<file path="src/rtl/chuck_seq_map.svh">
// Offsets, field positions, reset values and timing figures of the chuck sequencer.
// Assumes inclusion by bare name from the design file.
`ifndef CHUCK_SEQ_MAP_SVH
`define CHUCK_SEQ_MAP_SVH

// ----------------------------------------
// Register byte offsets
// ----------------------------------------
`define CFG_OFS 12'h000
`define CMD_OFS 12'h004
`define STAT_OFS 12'h008
`define HOLD_OFS 12'h00C
`define RESP_OFS 12'h010
`define ALM_OFS 12'h014
`define MODE_OFS 12'h018

// ----------------------------------------
// Configuration fields
// ----------------------------------------
`define CFG_FUNC_DIS 0
`define CFG_ILK_OFF 1
`define CFG_CONT_EN 2
`define CFG_INNER 3
`define CFG_FB_EN 4
`define CFG_PULSE 5
`define CFG_FOOT_DIS 6
`define CFG_CONT_ALM 7
`define CFG_RESET 8'h00

// ----------------------------------------
// Command fields (write one)
// ----------------------------------------
`define CMD_CLAMP 0
`define CMD_RELEASE 1
`define CMD_CANCEL 2
`define CMD_SPIN_START 3

// ----------------------------------------
// Alarm fields (write one to clear)
// ----------------------------------------
`define ALM_CLAMP_TO 0
`define ALM_RELEASE_TO 1
`define ALM_FOOT 2
`define ALM_ILK 3
`define ALM_SPIN 4
`define ALM_CONT 5

// ----------------------------------------
// Timing: defaults in milliseconds at 40 MHz
// ----------------------------------------
`define CLK_MHZ 40
`define HOLD_MS_DEF 16'h0064
`define RESP_MS_DEF 16'h03E8
`define MS_CYCLES (`CLK_MHZ * 1000)

`endif

</file>
<file path="src/rtl/chuck_seq_pkg.sv">
// Types shared by the chuck sequencer.
// Assumes the offsets live in chuck_seq_map.svh.
package chuck_seq_pkg;
  typedef enum logic [3:0] {
    ST_IDLE = 4'b0001,
    ST_DRIVE = 4'b0010,
    ST_WAIT = 4'b0100,
    ST_DONE = 4'b1000
  } seq_state_e;
endpackage

</file>
<file path="src/rtl/chuck_seq.sv">
// Hydraulic chuck sequencer with AXI4-Lite register slave.
// Assumes feedback and foot-switch pins are asynchronous; spindle_running, machining and software on aclk.
// Functional notes
// - Sequencer works only while function-disable bit is zero.
// - Interlock bit zero enforces chuck versus spindle interlocking.
// - Continuous-check bit one monitors chuck feedback during operation.
// - Chuck-type bit one selects inner chuck, zero outer.
// - Feedback-check bit one verifies position; shows green or yellow.
// - Output-style bit zero gives level drive, one gives pulse.
// - Foot-switch disable bit zero makes foot switch effective, except in mode 2.
// - Clamp drives clamp output; completes now or waits for feedback.
// - Clamp check needs clamp feedback low, release high in time.
// - Release drives release output; check waits for opposite feedback.
// - Release check timeout raises release-response alarm.
// - Inner mode swaps the clamp and release output pins.
// - Each enabled foot press toggles between clamp and release.
// - Foot switch held as mode changes from zero to nonzero raises an alarm.
// - Pulse mode holds output for programmed hold time.
// - After reset chuck is released; first input clamps.
// - Interlocked command while spindle runs is refused with alarm.
// - Clamp and release commands accepted in manual jog mode.
// - Cancel withdraws both chuck outputs.
// - Interlocked spindle start while released is refused with alarm.
// - Failed or interrupted operation marks position unconfirmed; start permit follows clamped_r, or is given while inactive or with interlock bit one.
// - Abnormal release during machining with alarm option stops program, spindle.
`include "chuck_seq_map.svh"

module chuck_seq #(
  parameter int HOLD_MS = `HOLD_MS_DEF,
  parameter int RESP_MS = `RESP_MS_DEF,
  parameter int MS_CYCLES = `MS_CYCLES
) (
  input wire logic aclk,
  input wire logic aresetn,
  input wire logic [11:0] s_axi_awaddr,
  input wire logic s_axi_awvalid,
  output logic s_axi_awready,
  input wire logic [31:0] s_axi_wdata,
  input wire logic [3:0] s_axi_wstrb,
  input wire logic s_axi_wvalid,
  output logic s_axi_wready,
  output logic [1:0] s_axi_bresp,
  output logic s_axi_bvalid,
  input wire logic s_axi_bready,
  input wire logic [11:0] s_axi_araddr,
  input wire logic s_axi_arvalid,
  output logic s_axi_arready,
  output logic [31:0] s_axi_rdata,
  output logic [1:0] s_axi_rresp,
  output logic s_axi_rvalid,
  input wire logic s_axi_rready,
  input wire logic clamp_feedback,
  input wire logic release_feedback,
  input wire logic foot_switch,
  input wire logic spindle_running,
  input wire logic machining,
  output logic clamp_out,
  output logic release_out,
  output logic lamp_green,
  output logic lamp_yellow,
  output logic pos_unconfirmed,
  output logic program_stop,
  output logic spindle_stop,
  output logic spindle_start_ok
);

  // ----------------------------------------
  // Pin synchronisers
  // ----------------------------------------
  logic [2:0] cfb_sync_r, rfb_sync_r, foot_sync_r;
  logic cfb_r, rfb_r, foot_r, foot_prev_r;

  always_ff @(posedge aclk) begin
    if (!aresetn) begin
      cfb_sync_r <= 3'h7;
      rfb_sync_r <= 3'h7;
      foot_sync_r <= 3'h0;
    end else begin
      cfb_sync_r <= {cfb_sync_r[1:0], clamp_feedback};
      rfb_sync_r <= {rfb_sync_r[1:0], release_feedback};
      foot_sync_r <= {foot_sync_r[1:0], foot_switch};
    end
  end

  // A change counts once stages two and three agree
  always_ff @(posedge aclk) begin
    if (!aresetn) begin
      cfb_r <= 1'b1;
      rfb_r <= 1'b1;
      foot_r <= 1'b0;
      foot_prev_r <= 1'b0;
    end else begin
      if (cfb_sync_r[1] == cfb_sync_r[2]) cfb_r <= cfb_sync_r[2];
      if (rfb_sync_r[1] == rfb_sync_r[2]) rfb_r <= rfb_sync_r[2];
      if (foot_sync_r[1] == foot_sync_r[2]) foot_r <= foot_sync_r[2];
      foot_prev_r <= foot_r;
    end
  end

  // ----------------------------------------
  // Registers
  // ----------------------------------------
  logic [7:0] cfg_r;
  logic [15:0] hold_ms_r, resp_ms_r;
  logic [5:0] alm_r;
  logic [1:0] mode_r;
  logic mode_prev_r;
  logic [3:0] cmd_pulse;
  logic [5:0] alm_set, alm_clr;

  logic aw_got_r, w_got_r;
  logic [11:0] awaddr_r;
  logic [31:0] wdata_r;
  logic [3:0] wstrb_r;
  logic wr_go;

  assign wr_go = aw_got_r && w_got_r && !s_axi_bvalid;

  function automatic logic known(input logic [11:0] a);
    known = (a == `CFG_OFS) || (a == `CMD_OFS) || (a == `STAT_OFS) || (a == `HOLD_OFS) ||
            (a == `RESP_OFS) || (a == `ALM_OFS) || (a == `MODE_OFS);
  endfunction

  // Write address and data taken in either order
  always_ff @(posedge aclk) begin
    if (!aresetn) begin
      aw_got_r <= 1'b0;
      w_got_r <= 1'b0;
      awaddr_r <= 12'h000;
      wdata_r <= 32'h0000_0000;
      wstrb_r <= 4'h0;
      s_axi_awready <= 1'b0;
      s_axi_wready <= 1'b0;
      s_axi_bvalid <= 1'b0;
      s_axi_bresp <= 2'h0;
    end else begin
      s_axi_awready <= !aw_got_r && !s_axi_awready && s_axi_awvalid;
      s_axi_wready <= !w_got_r && !s_axi_wready && s_axi_wvalid;
      if (s_axi_awvalid && s_axi_awready) begin
        aw_got_r <= 1'b1;
        awaddr_r <= s_axi_awaddr;
      end
      if (s_axi_wvalid && s_axi_wready) begin
        w_got_r <= 1'b1;
        wdata_r <= s_axi_wdata;
        wstrb_r <= s_axi_wstrb;
      end
      if (wr_go) begin
        aw_got_r <= 1'b0;
        w_got_r <= 1'b0;
        s_axi_bvalid <= 1'b1;
        s_axi_bresp <= known(awaddr_r) ? 2'h0 : 2'h2;
      end else if (s_axi_bvalid && s_axi_bready) begin
        s_axi_bvalid <= 1'b0;
      end
    end
  end

  assign cmd_pulse = (wr_go && awaddr_r == `CMD_OFS && wstrb_r[0]) ? wdata_r[3:0] : 4'h0;
  assign alm_clr = (wr_go && awaddr_r == `ALM_OFS && wstrb_r[0]) ? wdata_r[5:0] : 6'h00;

  always_ff @(posedge aclk) begin
    if (!aresetn) begin
      cfg_r <= `CFG_RESET;
      hold_ms_r <= 16'(HOLD_MS);
      resp_ms_r <= 16'(RESP_MS);
      mode_r <= 2'h0;
    end else if (wr_go) begin
      if (awaddr_r == `CFG_OFS && wstrb_r[0]) cfg_r <= wdata_r[7:0];
      if (awaddr_r == `HOLD_OFS && wstrb_r[0]) hold_ms_r[7:0] <= wdata_r[7:0];
      if (awaddr_r == `HOLD_OFS && wstrb_r[1]) hold_ms_r[15:8] <= wdata_r[15:8];
      if (awaddr_r == `RESP_OFS && wstrb_r[0]) resp_ms_r[7:0] <= wdata_r[7:0];
      if (awaddr_r == `RESP_OFS && wstrb_r[1]) resp_ms_r[15:8] <= wdata_r[15:8];
      if (awaddr_r == `MODE_OFS && wstrb_r[0]) mode_r <= wdata_r[1:0];
    end
  end

  // Alarms: set wins over a clear in the same cycle
  always_ff @(posedge aclk) begin
    if (!aresetn) alm_r <= 6'h00;
    else alm_r <= (alm_r & ~alm_clr) | alm_set;
  end

  // ----------------------------------------
  // Sequencer
  // ----------------------------------------
  chuck_seq_pkg::seq_state_e state_r;
  logic clamped_r, want_clamp_r, in_clamp, in_release, go_clamp, go_release, refuse;
  logic active, foot_press, jog, spin_req, clamp_fb_ok, rel_fb_ok;
  logic [31:0] cyc_r;
  logic [15:0] ms_r;

  assign active = !cfg_r[`CFG_FUNC_DIS];
  assign jog = mode_r == 2'h1;
  assign foot_press = foot_r && !foot_prev_r && !cfg_r[`CFG_FOOT_DIS] && mode_r != 2'h2;
  assign in_clamp = active && (cmd_pulse[`CMD_CLAMP] && jog || foot_press && !clamped_r);
  assign in_release = active && (cmd_pulse[`CMD_RELEASE] && jog || foot_press && clamped_r);
  assign refuse = !cfg_r[`CFG_ILK_OFF] && spindle_running;
  assign go_clamp = in_clamp && !refuse;
  // clamp wins when both are asked at once
  assign go_release = in_release && !in_clamp && !refuse;
  assign clamp_fb_ok = !cfb_r && rfb_r;
  assign rel_fb_ok = !rfb_r && cfb_r;
  assign spin_req = cmd_pulse[`CMD_SPIN_START];

  always_ff @(posedge aclk) begin
    if (!aresetn) begin
      state_r <= chuck_seq_pkg::ST_IDLE;
      clamped_r <= 1'b0;
      want_clamp_r <= 1'b0;
      cyc_r <= 32'h0000_0000;
      ms_r <= 16'h0000;
      clamp_out <= 1'b0;
      release_out <= 1'b0;
      pos_unconfirmed <= 1'b1;
    end else begin
      cyc_r <= (cyc_r == 32'(MS_CYCLES - 1)) ? 32'h0000_0000 : cyc_r + 32'h0000_0001;
      if (cyc_r == 32'(MS_CYCLES - 1)) ms_r <= ms_r + 16'h0001;
      if (go_clamp || go_release) begin
        want_clamp_r <= go_clamp;
        clamp_out <= go_clamp ^ cfg_r[`CFG_INNER];
        release_out <= go_release ^ cfg_r[`CFG_INNER];
        cyc_r <= 32'h0000_0000;
        ms_r <= 16'h0000;
        state_r <= chuck_seq_pkg::ST_DRIVE;
      end else if (active && cmd_pulse[`CMD_CANCEL]) begin
        clamp_out <= 1'b0;
        release_out <= 1'b0;
        if (state_r != chuck_seq_pkg::ST_IDLE) pos_unconfirmed <= 1'b1;
        state_r <= chuck_seq_pkg::ST_IDLE;
      end else begin
        unique case (state_r)
          chuck_seq_pkg::ST_IDLE: ;
          chuck_seq_pkg::ST_DRIVE: begin
            if (cfg_r[`CFG_PULSE] && ms_r >= hold_ms_r) begin
              clamp_out <= 1'b0;
              release_out <= 1'b0;
            end
            if (!cfg_r[`CFG_FB_EN]) begin
              clamped_r <= want_clamp_r;
              pos_unconfirmed <= 1'b0;
              state_r <= chuck_seq_pkg::ST_DONE;
            end else begin
              state_r <= chuck_seq_pkg::ST_WAIT;
            end
          end
          chuck_seq_pkg::ST_WAIT: begin
            if (cfg_r[`CFG_PULSE] && ms_r >= hold_ms_r) begin
              clamp_out <= 1'b0;
              release_out <= 1'b0;
            end
            if (want_clamp_r ? clamp_fb_ok : rel_fb_ok) begin
              clamped_r <= want_clamp_r;
              pos_unconfirmed <= 1'b0;
              state_r <= chuck_seq_pkg::ST_DONE;
            end else if (ms_r >= resp_ms_r) begin
              clamped_r <= want_clamp_r;
              pos_unconfirmed <= 1'b1;
              state_r <= chuck_seq_pkg::ST_DONE;
            end
          end
          chuck_seq_pkg::ST_DONE: begin
            if (cfg_r[`CFG_PULSE] && ms_r >= hold_ms_r) begin
              clamp_out <= 1'b0;
              release_out <= 1'b0;
              state_r <= chuck_seq_pkg::ST_IDLE;
            end else if (!cfg_r[`CFG_PULSE]) begin
              state_r <= chuck_seq_pkg::ST_IDLE;
            end
          end
        endcase
      end
    end
  end

  // ----------------------------------------
  // Alarm sources and supervision
  // ----------------------------------------
  logic cont_fault;
  assign cont_fault = active && cfg_r[`CFG_CONT_EN] && clamped_r &&
                      state_r == chuck_seq_pkg::ST_IDLE && !clamp_fb_ok;

  always_comb begin
    alm_set = 6'h00;
    alm_set[`ALM_CLAMP_TO] = state_r == chuck_seq_pkg::ST_WAIT && want_clamp_r &&
                             !clamp_fb_ok && ms_r >= resp_ms_r;
    alm_set[`ALM_RELEASE_TO] = state_r == chuck_seq_pkg::ST_WAIT && !want_clamp_r &&
                               !rel_fb_ok && ms_r >= resp_ms_r;
    alm_set[`ALM_FOOT] = active && mode_r != 2'h0 && !mode_prev_r && foot_r;
    alm_set[`ALM_ILK] = (in_clamp || in_release) && refuse;
    alm_set[`ALM_SPIN] = active && spin_req && !cfg_r[`CFG_ILK_OFF] && !clamped_r;
    alm_set[`ALM_CONT] = cont_fault;
  end

  always_ff @(posedge aclk) begin
    if (!aresetn) begin
      mode_prev_r <= 1'b0;
      lamp_green <= 1'b0;
      lamp_yellow <= 1'b0;
      program_stop <= 1'b0;
      spindle_stop <= 1'b0;
      spindle_start_ok <= 1'b0;
    end else begin
      mode_prev_r <= mode_r != 2'h0;
      lamp_green <= active && cfg_r[`CFG_FB_EN] && (clamped_r ? clamp_fb_ok : rel_fb_ok);
      lamp_yellow <= active && cfg_r[`CFG_FB_EN] && !(clamped_r ? clamp_fb_ok : rel_fb_ok);
      if (cont_fault && machining && cfg_r[`CFG_CONT_ALM]) begin
        program_stop <= 1'b1;
        spindle_stop <= 1'b1;
      end else if (!alm_r[`ALM_CONT]) begin
        program_stop <= 1'b0;
        spindle_stop <= 1'b0;
      end
      spindle_start_ok <= !active || cfg_r[`CFG_ILK_OFF] || clamped_r;
    end
  end

  // ----------------------------------------
  // Read channel
  // ----------------------------------------
  always_ff @(posedge aclk) begin
    if (!aresetn) begin
      s_axi_arready <= 1'b0;
      s_axi_rvalid <= 1'b0;
      s_axi_rdata <= 32'h0000_0000;
      s_axi_rresp <= 2'h0;
    end else begin
      s_axi_arready <= !s_axi_rvalid && !s_axi_arready && s_axi_arvalid;
      if (s_axi_arvalid && s_axi_arready) begin
        s_axi_rvalid <= 1'b1;
        s_axi_rresp <= known(s_axi_araddr) ? 2'h0 : 2'h2;
        unique case (s_axi_araddr)
          `CFG_OFS: s_axi_rdata <= {24'h000000, cfg_r};
          `STAT_OFS: s_axi_rdata <= {24'h000000, cfb_r, rfb_r, clamped_r,
                                     pos_unconfirmed, state_r};
          `HOLD_OFS: s_axi_rdata <= {16'h0000, hold_ms_r};
          `RESP_OFS: s_axi_rdata <= {16'h0000, resp_ms_r};
          `ALM_OFS: s_axi_rdata <= {26'h000000, alm_r};
          `MODE_OFS: s_axi_rdata <= {30'h0000000, mode_r};
          default: s_axi_rdata <= 32'h0000_0000;
        endcase
      end else if (s_axi_rvalid && s_axi_rready) begin
        s_axi_rvalid <= 1'b0;
      end
    end
  end

endmodule

</file>
<file path="config.mk">
export PLATFORM = sky130hd
export DESIGN_NAME = chuck_seq
export DESIGN_NICKNAME = d
export VERILOG_FILES = /design/src/rtl/chuck_seq_pkg.sv /design/src/rtl/chuck_seq.sv
export VERILOG_INCLUDE_DIRS = /design/src /design/src/rtl
export SDC_FILE = /design/constraint.sdc
export NUM_CORES = 1
export LEC_CHECK = 0
export ABC_AREA = 1
export BUFFER_PORTS_ARGS = -buffer_cell sky130_fd_sc_hd__buf_4
export CORE_MARGIN = 2
export CORE_UTILIZATION = 55
export DETAILED_ROUTE_END_ITERATION = 8
export HOLD_SLACK_MARGIN = 0.1
export PLACE_DENSITY = 0.83
export SLEW_MARGIN = 20
export SYNTH_ARGS = -nofsm -noshare
export SYNTH_HDL_FRONTEND = slang
export SYNTH_SLANG_ARGS = --single-unit
</file>
<file path="constraint.sdc">
create_clock -name aclk -period 2.03 [get_ports aclk]
set_input_delay 0.5075 -clock aclk [delete_from_list [all_inputs] [get_ports aclk]]
set_output_delay 0.5075 -clock aclk [all_outputs]
set_load 0.02 [all_outputs]
</file>
Word-level counts from Yosys, hierarchy flattened
Cells that the tools add are included.
{"block": "classes", "n_addsub": 2, "order_cmp": 2, "n_eq_ne": 32, "muxes": 36, "bitwise": 8, "n_reduce_logical": 128}
{"op": "$pmux W16 S6", "count": 1}
{"op": "$eq A12 B5 Y1 const B", "count": 6}
{"op": "$logic_and A1 B1 Y1", "count": 62}
{"op": "$eq A12 B4 Y1 const B", "count": 4}
{"op": "$add A32 B1 Y32 const B", "count": 1}
{"op": "$eq A32 B16 Y1 const B", "count": 1}
{"op": "$ge A16 B16 Y1", "count": 2}
{"op": "$eq A12 B3 Y1 const B", "count": 2}
{"op": "$logic_not A12 Y1", "count": 2}
{"op": "$mux W4", "count": 6}
{"op": "$logic_not A1 Y1", "count": 21}
{"op": "$mux W1", "count": 21}
{"op": "$logic_or A1 B1 Y1", "count": 18}
{"op": "$add A16 B1 Y16 const B", "count": 1}
{"op": "$reduce_and A2 Y1", "count": 7}
{"op": "$pmux W4 S3", "count": 1}
{"op": "$reduce_bool A3 Y1", "count": 4}
{"op": "$ne A5 B5 Y1 const B", "count": 2}
{"op": "$reduce_and A5 Y1", "count": 2}
{"op": "$ne A3 B3 Y1 const B", "count": 3}
{"op": "$reduce_or A3 Y1", "count": 3}
{"op": "$mux W2", "count": 4}
{"op": "$reduce_bool A2 Y1", "count": 4}
{"op": "$and A6 B6 Y6", "count": 1}
{"op": "19 further kinds", "count": 29}
{"block": "word_totals", "reg_bits": 196, "out_inout_bits": 49}

Depth between registers and ports, before layout
{"block": "logic_depth", "word_depth": 14, "ltp_mapped": 17, "mapped_depth_nobuf": 17}

Worst setup path after synthesis
OpenSTA, ideal clock, no wires.
{"block": "synth_path", "kind": "input to register", "from": "input s_axi_araddr[1]", "to": "register s_axi_rdata[6]", "setup_time_ps": 70, "t_arrival_ps": 1542, "path_slack_ps": 418, "stages": 10, "n_path_buf": 1, "cell_sequence": "nor2_2 inv_2 nor2_4 nand2_1 nor2_1 nand2_1 buf_2 o22ai_1 o21ai_1 a21oi_1"}
{"block": "synth_between", "elab_chain_cells": 2}
{"item": "start, declared", "line_no": "chuck_seq.sv:45", "rtl": "input wire logic [11:0] s_axi_araddr,"}
{"item": "$eq A12 B5 Y1 (tied with other cells)", "line_no": "chuck_seq.sv:332", "rtl": "unique case (s_axi_araddr)"}
{"item": "$pmux W16 S6 *", "line_no": "chuck_seq.sv:332"}
{"item": "end signal, assigned", "line_no": "chuck_seq.sv:333", "rtl": "`CFG_OFS: s_axi_rdata <= {24'h000000, cfg_r};"}
{"item": "end signal, assigned", "line_no": "chuck_seq.sv:334", "rtl": "`STAT_OFS: s_axi_rdata <= {24'h000000, cfb_r, rfb_r, clamped_r,"}
{"item": "end signal, assigned", "line_no": "chuck_seq.sv:336", "rtl": "`HOLD_OFS: s_axi_rdata <= {16'h0000, hold_ms_r};"}
{"item": "end, declared", "line_no": "chuck_seq.sv:48", "rtl": "output logic [31:0] s_axi_rdata,"}
Every way passes the cells marked *; elsewhere a longest branch is shown, timed or not.
A chain may end at the register's enable or synchronous reset.

Worst setup path in the final report
{"block": "layout_path", "from": "register ms_r[15]", "to": "register state_r[0]"}
{"block": "layout_between", "elab_chain_cells": 6}
{"item": "start, declared", "line_no": "chuck_seq.sv:191", "rtl": "logic [15:0] ms_r;"}
{"item": "start signal, assigned", "line_no": "chuck_seq.sv:218", "rtl": "if (cyc_r == 32'(MS_CYCLES - 1)) ms_r <= ms_r + 16'h0001;"}
{"item": "$ge A16 B16 Y1", "line_no": "chuck_seq.sv:263", "rtl": "if (cfg_r[`CFG_PULSE] && ms_r >= hold_ms_r) begin"}
{"item": "$logic_and A1 B1 Y1", "line_no": "chuck_seq.sv:263"}
{"item": "$mux W4", "line_no": "chuck_seq.sv:263"}
{"item": "$pmux W4 S3", "line_no": "chuck_seq.sv:232", "rtl": "unique case (state_r)"}
{"item": "$mux W2", "line_no": "chuck_seq.sv:226", "rtl": "end else if (active && cmd_pulse[`CMD_CANCEL]) begin"}
{"item": "$mux W2", "line_no": "chuck_seq.sv:219", "rtl": "if (go_clamp || go_release) begin"}
{"item": "end signal, assigned", "line_no": "chuck_seq.sv:225", "rtl": "state_r <= chuck_seq_pkg::ST_DRIVE;"}
{"item": "end signal, assigned", "line_no": "chuck_seq.sv:230", "rtl": "state_r <= chuck_seq_pkg::ST_IDLE;"}
{"item": "end signal, assigned", "line_no": "chuck_seq.sv:266", "rtl": "state_r <= chuck_seq_pkg::ST_IDLE;"}
{"item": "end, declared", "line_no": "chuck_seq.sv:187", "rtl": "chuck_seq_pkg::seq_state_e state_r;"}
Parallel ways exist; a longest one is shown, timed or not.

==> summary.md <==
| Metric | Value |
|---|---|
| Worst-path clk slew | 0.07 ns |
| Worst vdd ir | 0.630 mV |
| Antenna violations before repair | 0 |
| Initial DRC Count | 712 |
| Initial Util | 0.566 |
| Synth Instances | 1232 |
| Congestion Overflow GR | 0 |
| Clock buffer depth | 2 |
| Routed len/inst | 14.7 um |
| Routed wire length | 22900 um |
| Most frequent cells in the layout | nand2_1 (232), dfxtp_1 (175), nor2_1 (143) |
| CTS tree | yes |
| Pre-antenna DRT Iters | 5 |
| Routed vias/inst | 5.41 |
| MaxCap Viol Count | 0 |
| Slew margin rel. | 0.589 |
| Number of global-route vias before repair | 8127 |
| Pins Over Slew Limit | 0 |
| Area Overhead vs Synth | 17.7% |
| Register area share after synthesis | 0.395 |
| RSZ-0062 raised after global routing | false |
| # diodes | 0 |
| Setup ws final | 0.144 ns |
| Reg area | 0.00357 sq mm |
| Final hold violations | 0 |
| Row cnt | 46 |
| Routed Antenna Nets | 0 |
| Leakage | 4.36 nW |
| WP data required | 2.32 ns |
| Fill cell count | 1333 |
| Mapped Avg Cell Area | 7.32 sq um |
| CTS buffer count | 17 |
| GRT Util Overall | 0.261 |
| I/O pin count | 121 |
| RD Place Congestion | 0.921 |
| Dominant synthesized flop cell | dfxtp_1 |
| Max Fanout on Critical Path | 5 |
| Layout Nets | 1438 |
| Part of the cycle the worst path needs | 0.929 |
| DP Wirelength | 16900 um |
| Setup tns final | 0 ns |
| Worst setup path category | flip-flop to flip-flop |
| Die Y | 132 um |
| First-pass GRT wire length | 37400 um |
| Syn. warnings | 0 |
| Power Density | 692 mW/mm^2 |
| Post-synth ARST share | 0 |
| Hold Path Class | primary input to flip-flop |
| PortBufs | 84 |
| Critical Path End Type | flip-flop |
| Syn Std Cell Area | 0.00902 sq mm |
| Pin count of the biggest net entering global routing | 67 |
| H-tree depth | 4 |
| Distinct cells, synth | 50 |
| Die area | 0.0174 sq mm |
| Post-synth EDFFs | 0 |
| Fin util | 0.666 |
| Commonest non-fill, non-tap cell in the layout | nand2_1 |
| Critical path launch point type | flip-flop |
| F_max | 530 MHz |
| Slew at the pin with the worst max-slew slack | 0.612 ns |
| Multi-input gate area | 0.00469 sq mm |
| DRC Markers | 0 |
| Worst EP arrival | 2.18 ns |
| Outcome | finished clean |
| Core region area | 0.0159 sq mm |
| Hold Buf Count CTS | 0 |
| Layout cell share with drive strength beyond 1 | 0.170 |
| Worst Clk Skew | 0.00840 ns |
| Non-filler instance count after layout | 1561 |
| Worst-Skew Late Latency | 0.43 ns |
| Hold Slack | 0.254 ns |
| Die width | 132 um |
| Flops & latches, synth | 178 |
| Final Critical Period | 1.89 ns |
| Pre-CTS setup slack | 0.0616 ns |
| DR vias | 8440 |
| Clock root cell | clkbuf_16 |
| Post-Place Cells | 1527 |
| Final Setup Violations | 0 |
| CTS sink count | 178 |
## routing by layer
metal	part of all wire	vias up	track usage	wire, um
met5	0	-	0	0
met4	0.034	0	0.121	787
met3	0.059	65	0.0473	1360
met2	0.47	307	0.442	10700
met1	0.44	3841	0.323	10100
li1	-	4227	-	-
## flip-flops by register name, indices dropped and copies added (netlist names), 8 cells and up
register     count
hold_ms_r       16
cyc_r           32
wdata_r         16
ms_r            16
s_axi_rdata     16
resp_ms_r       16
awaddr_r        12
cfg_r            8
## path summary, 6_finish.rpt
kind              slack, ns           from  depth (start not counted)        endpoint
setup / recovery       0.14       ms_r[15]                          9      state_r[0]
hold / removal         0.25    foot_switch                          3  foot_sync_r[0]
setup reg to reg       0.14       ms_r[15]                          9      state_r[0]
hold reg to reg        0.42  rfb_sync_r[0]                          1   rfb_sync_r[1]
## where the power goes
group          leakage, nW  internal, mW  switching (mW)  total, mW
clock network        0.286          1.91            1.44       3.35
logic                 2.63         0.161           0.254      0.415
registers             1.44          3.54          0.0404       3.58
## worst max-delay path, stage by stage (launching register included)
cell and delay (ns):
dfxtp_1 0.42, ha_1 0.29, a21oi_1 0.17, nand2_1 0.08, a21oi_1 0.22, nand4_1 0.19
nand3_2 0.17, nand2_1 0.08, nand2_1 0.07, nand3_1 0.06
## synthesized netlist by cell type (2+ instances only)
master / instances / area [sq um]
a211oi_1: 7 / 52.6
a21boi_0: 2 / 15.0
a21oi_1: 103 / 515
a21oi_2: 10 / 87.6
buf_2: 9 / 45.0
buf_4: 21 / 158
buf_6: 2 / 22.5
clkbuf_1: 19 / 71.3
clkinv_1: 4 / 15.0
dfxtp_1: 178 / 3560
ha_1: 34 / 425
inv_1: 142 / 533
inv_2: 7 / 26.3
nand2_1: 232 / 871
nand2_2: 5 / 31.3
nand2_4: 4 / 45.0
nand3_1: 54 / 270
nand3_4: 2 / 35.0
nand3b_1: 4 / 30.0
nand4_1: 25 / 156
nor2_1: 143 / 537
nor2_2: 6 / 37.5
nor2_4: 6 / 67.6
nor3_1: 30 / 150
nor3_2: 7 / 70.1
nor3_4: 2 / 32.5
nor3b_2: 4 / 50.1
nor4_1: 12 / 75.1
nor4_2: 4 / 50.1
o211ai_1: 11 / 82.6
o21ai_0: 76 / 380
o21ai_1: 4 / 20.0
o22ai_1: 16 / 100
or2_2: 10 / 62.6
xnor2_1: 10 / 87.6
xor2_1: 13 / 114
## cell type report
cell class,count,share of cell area
Clock buffer,20,0.0430
Clock inverter,12,0.0138
Inverter,154,0.0551
Multi-Input combinational cell,865,0.441
Sequential cell,178,0.336
Tap cell,216,0.0254
Timing Repair Buffer,116,0.0855
## what timing repair did
item,in CTS,in global routing
setup endpoints to repair,0,55
gates resized for setup,0,15
buffers inserted,0,2
## through the flow
step	cell area, sq um	power, mW
CTS	10500	7.37
global route	10600	7.58
finish	10600	7.35
floorplan	9090	3.93
detailed placement	9940	4.07
global placement	9940	4.06
## kinds of logic (layout without fill, tap and decap cells)
kind of cell	Yosys count	count (layout)	share of synthesized area
xor gates and xnor gates	23	23	0.0223
other	1	18	0.000416
AOI/OAI and AO/OA	234	234	0.143
buffers and inverters	206	302	0.0992
adders and majority gates	34	34	0.0472
and+or+nand+nor	556	556	0.293
DFF	178	178	0.395
(Power assumes the default switching activity.)
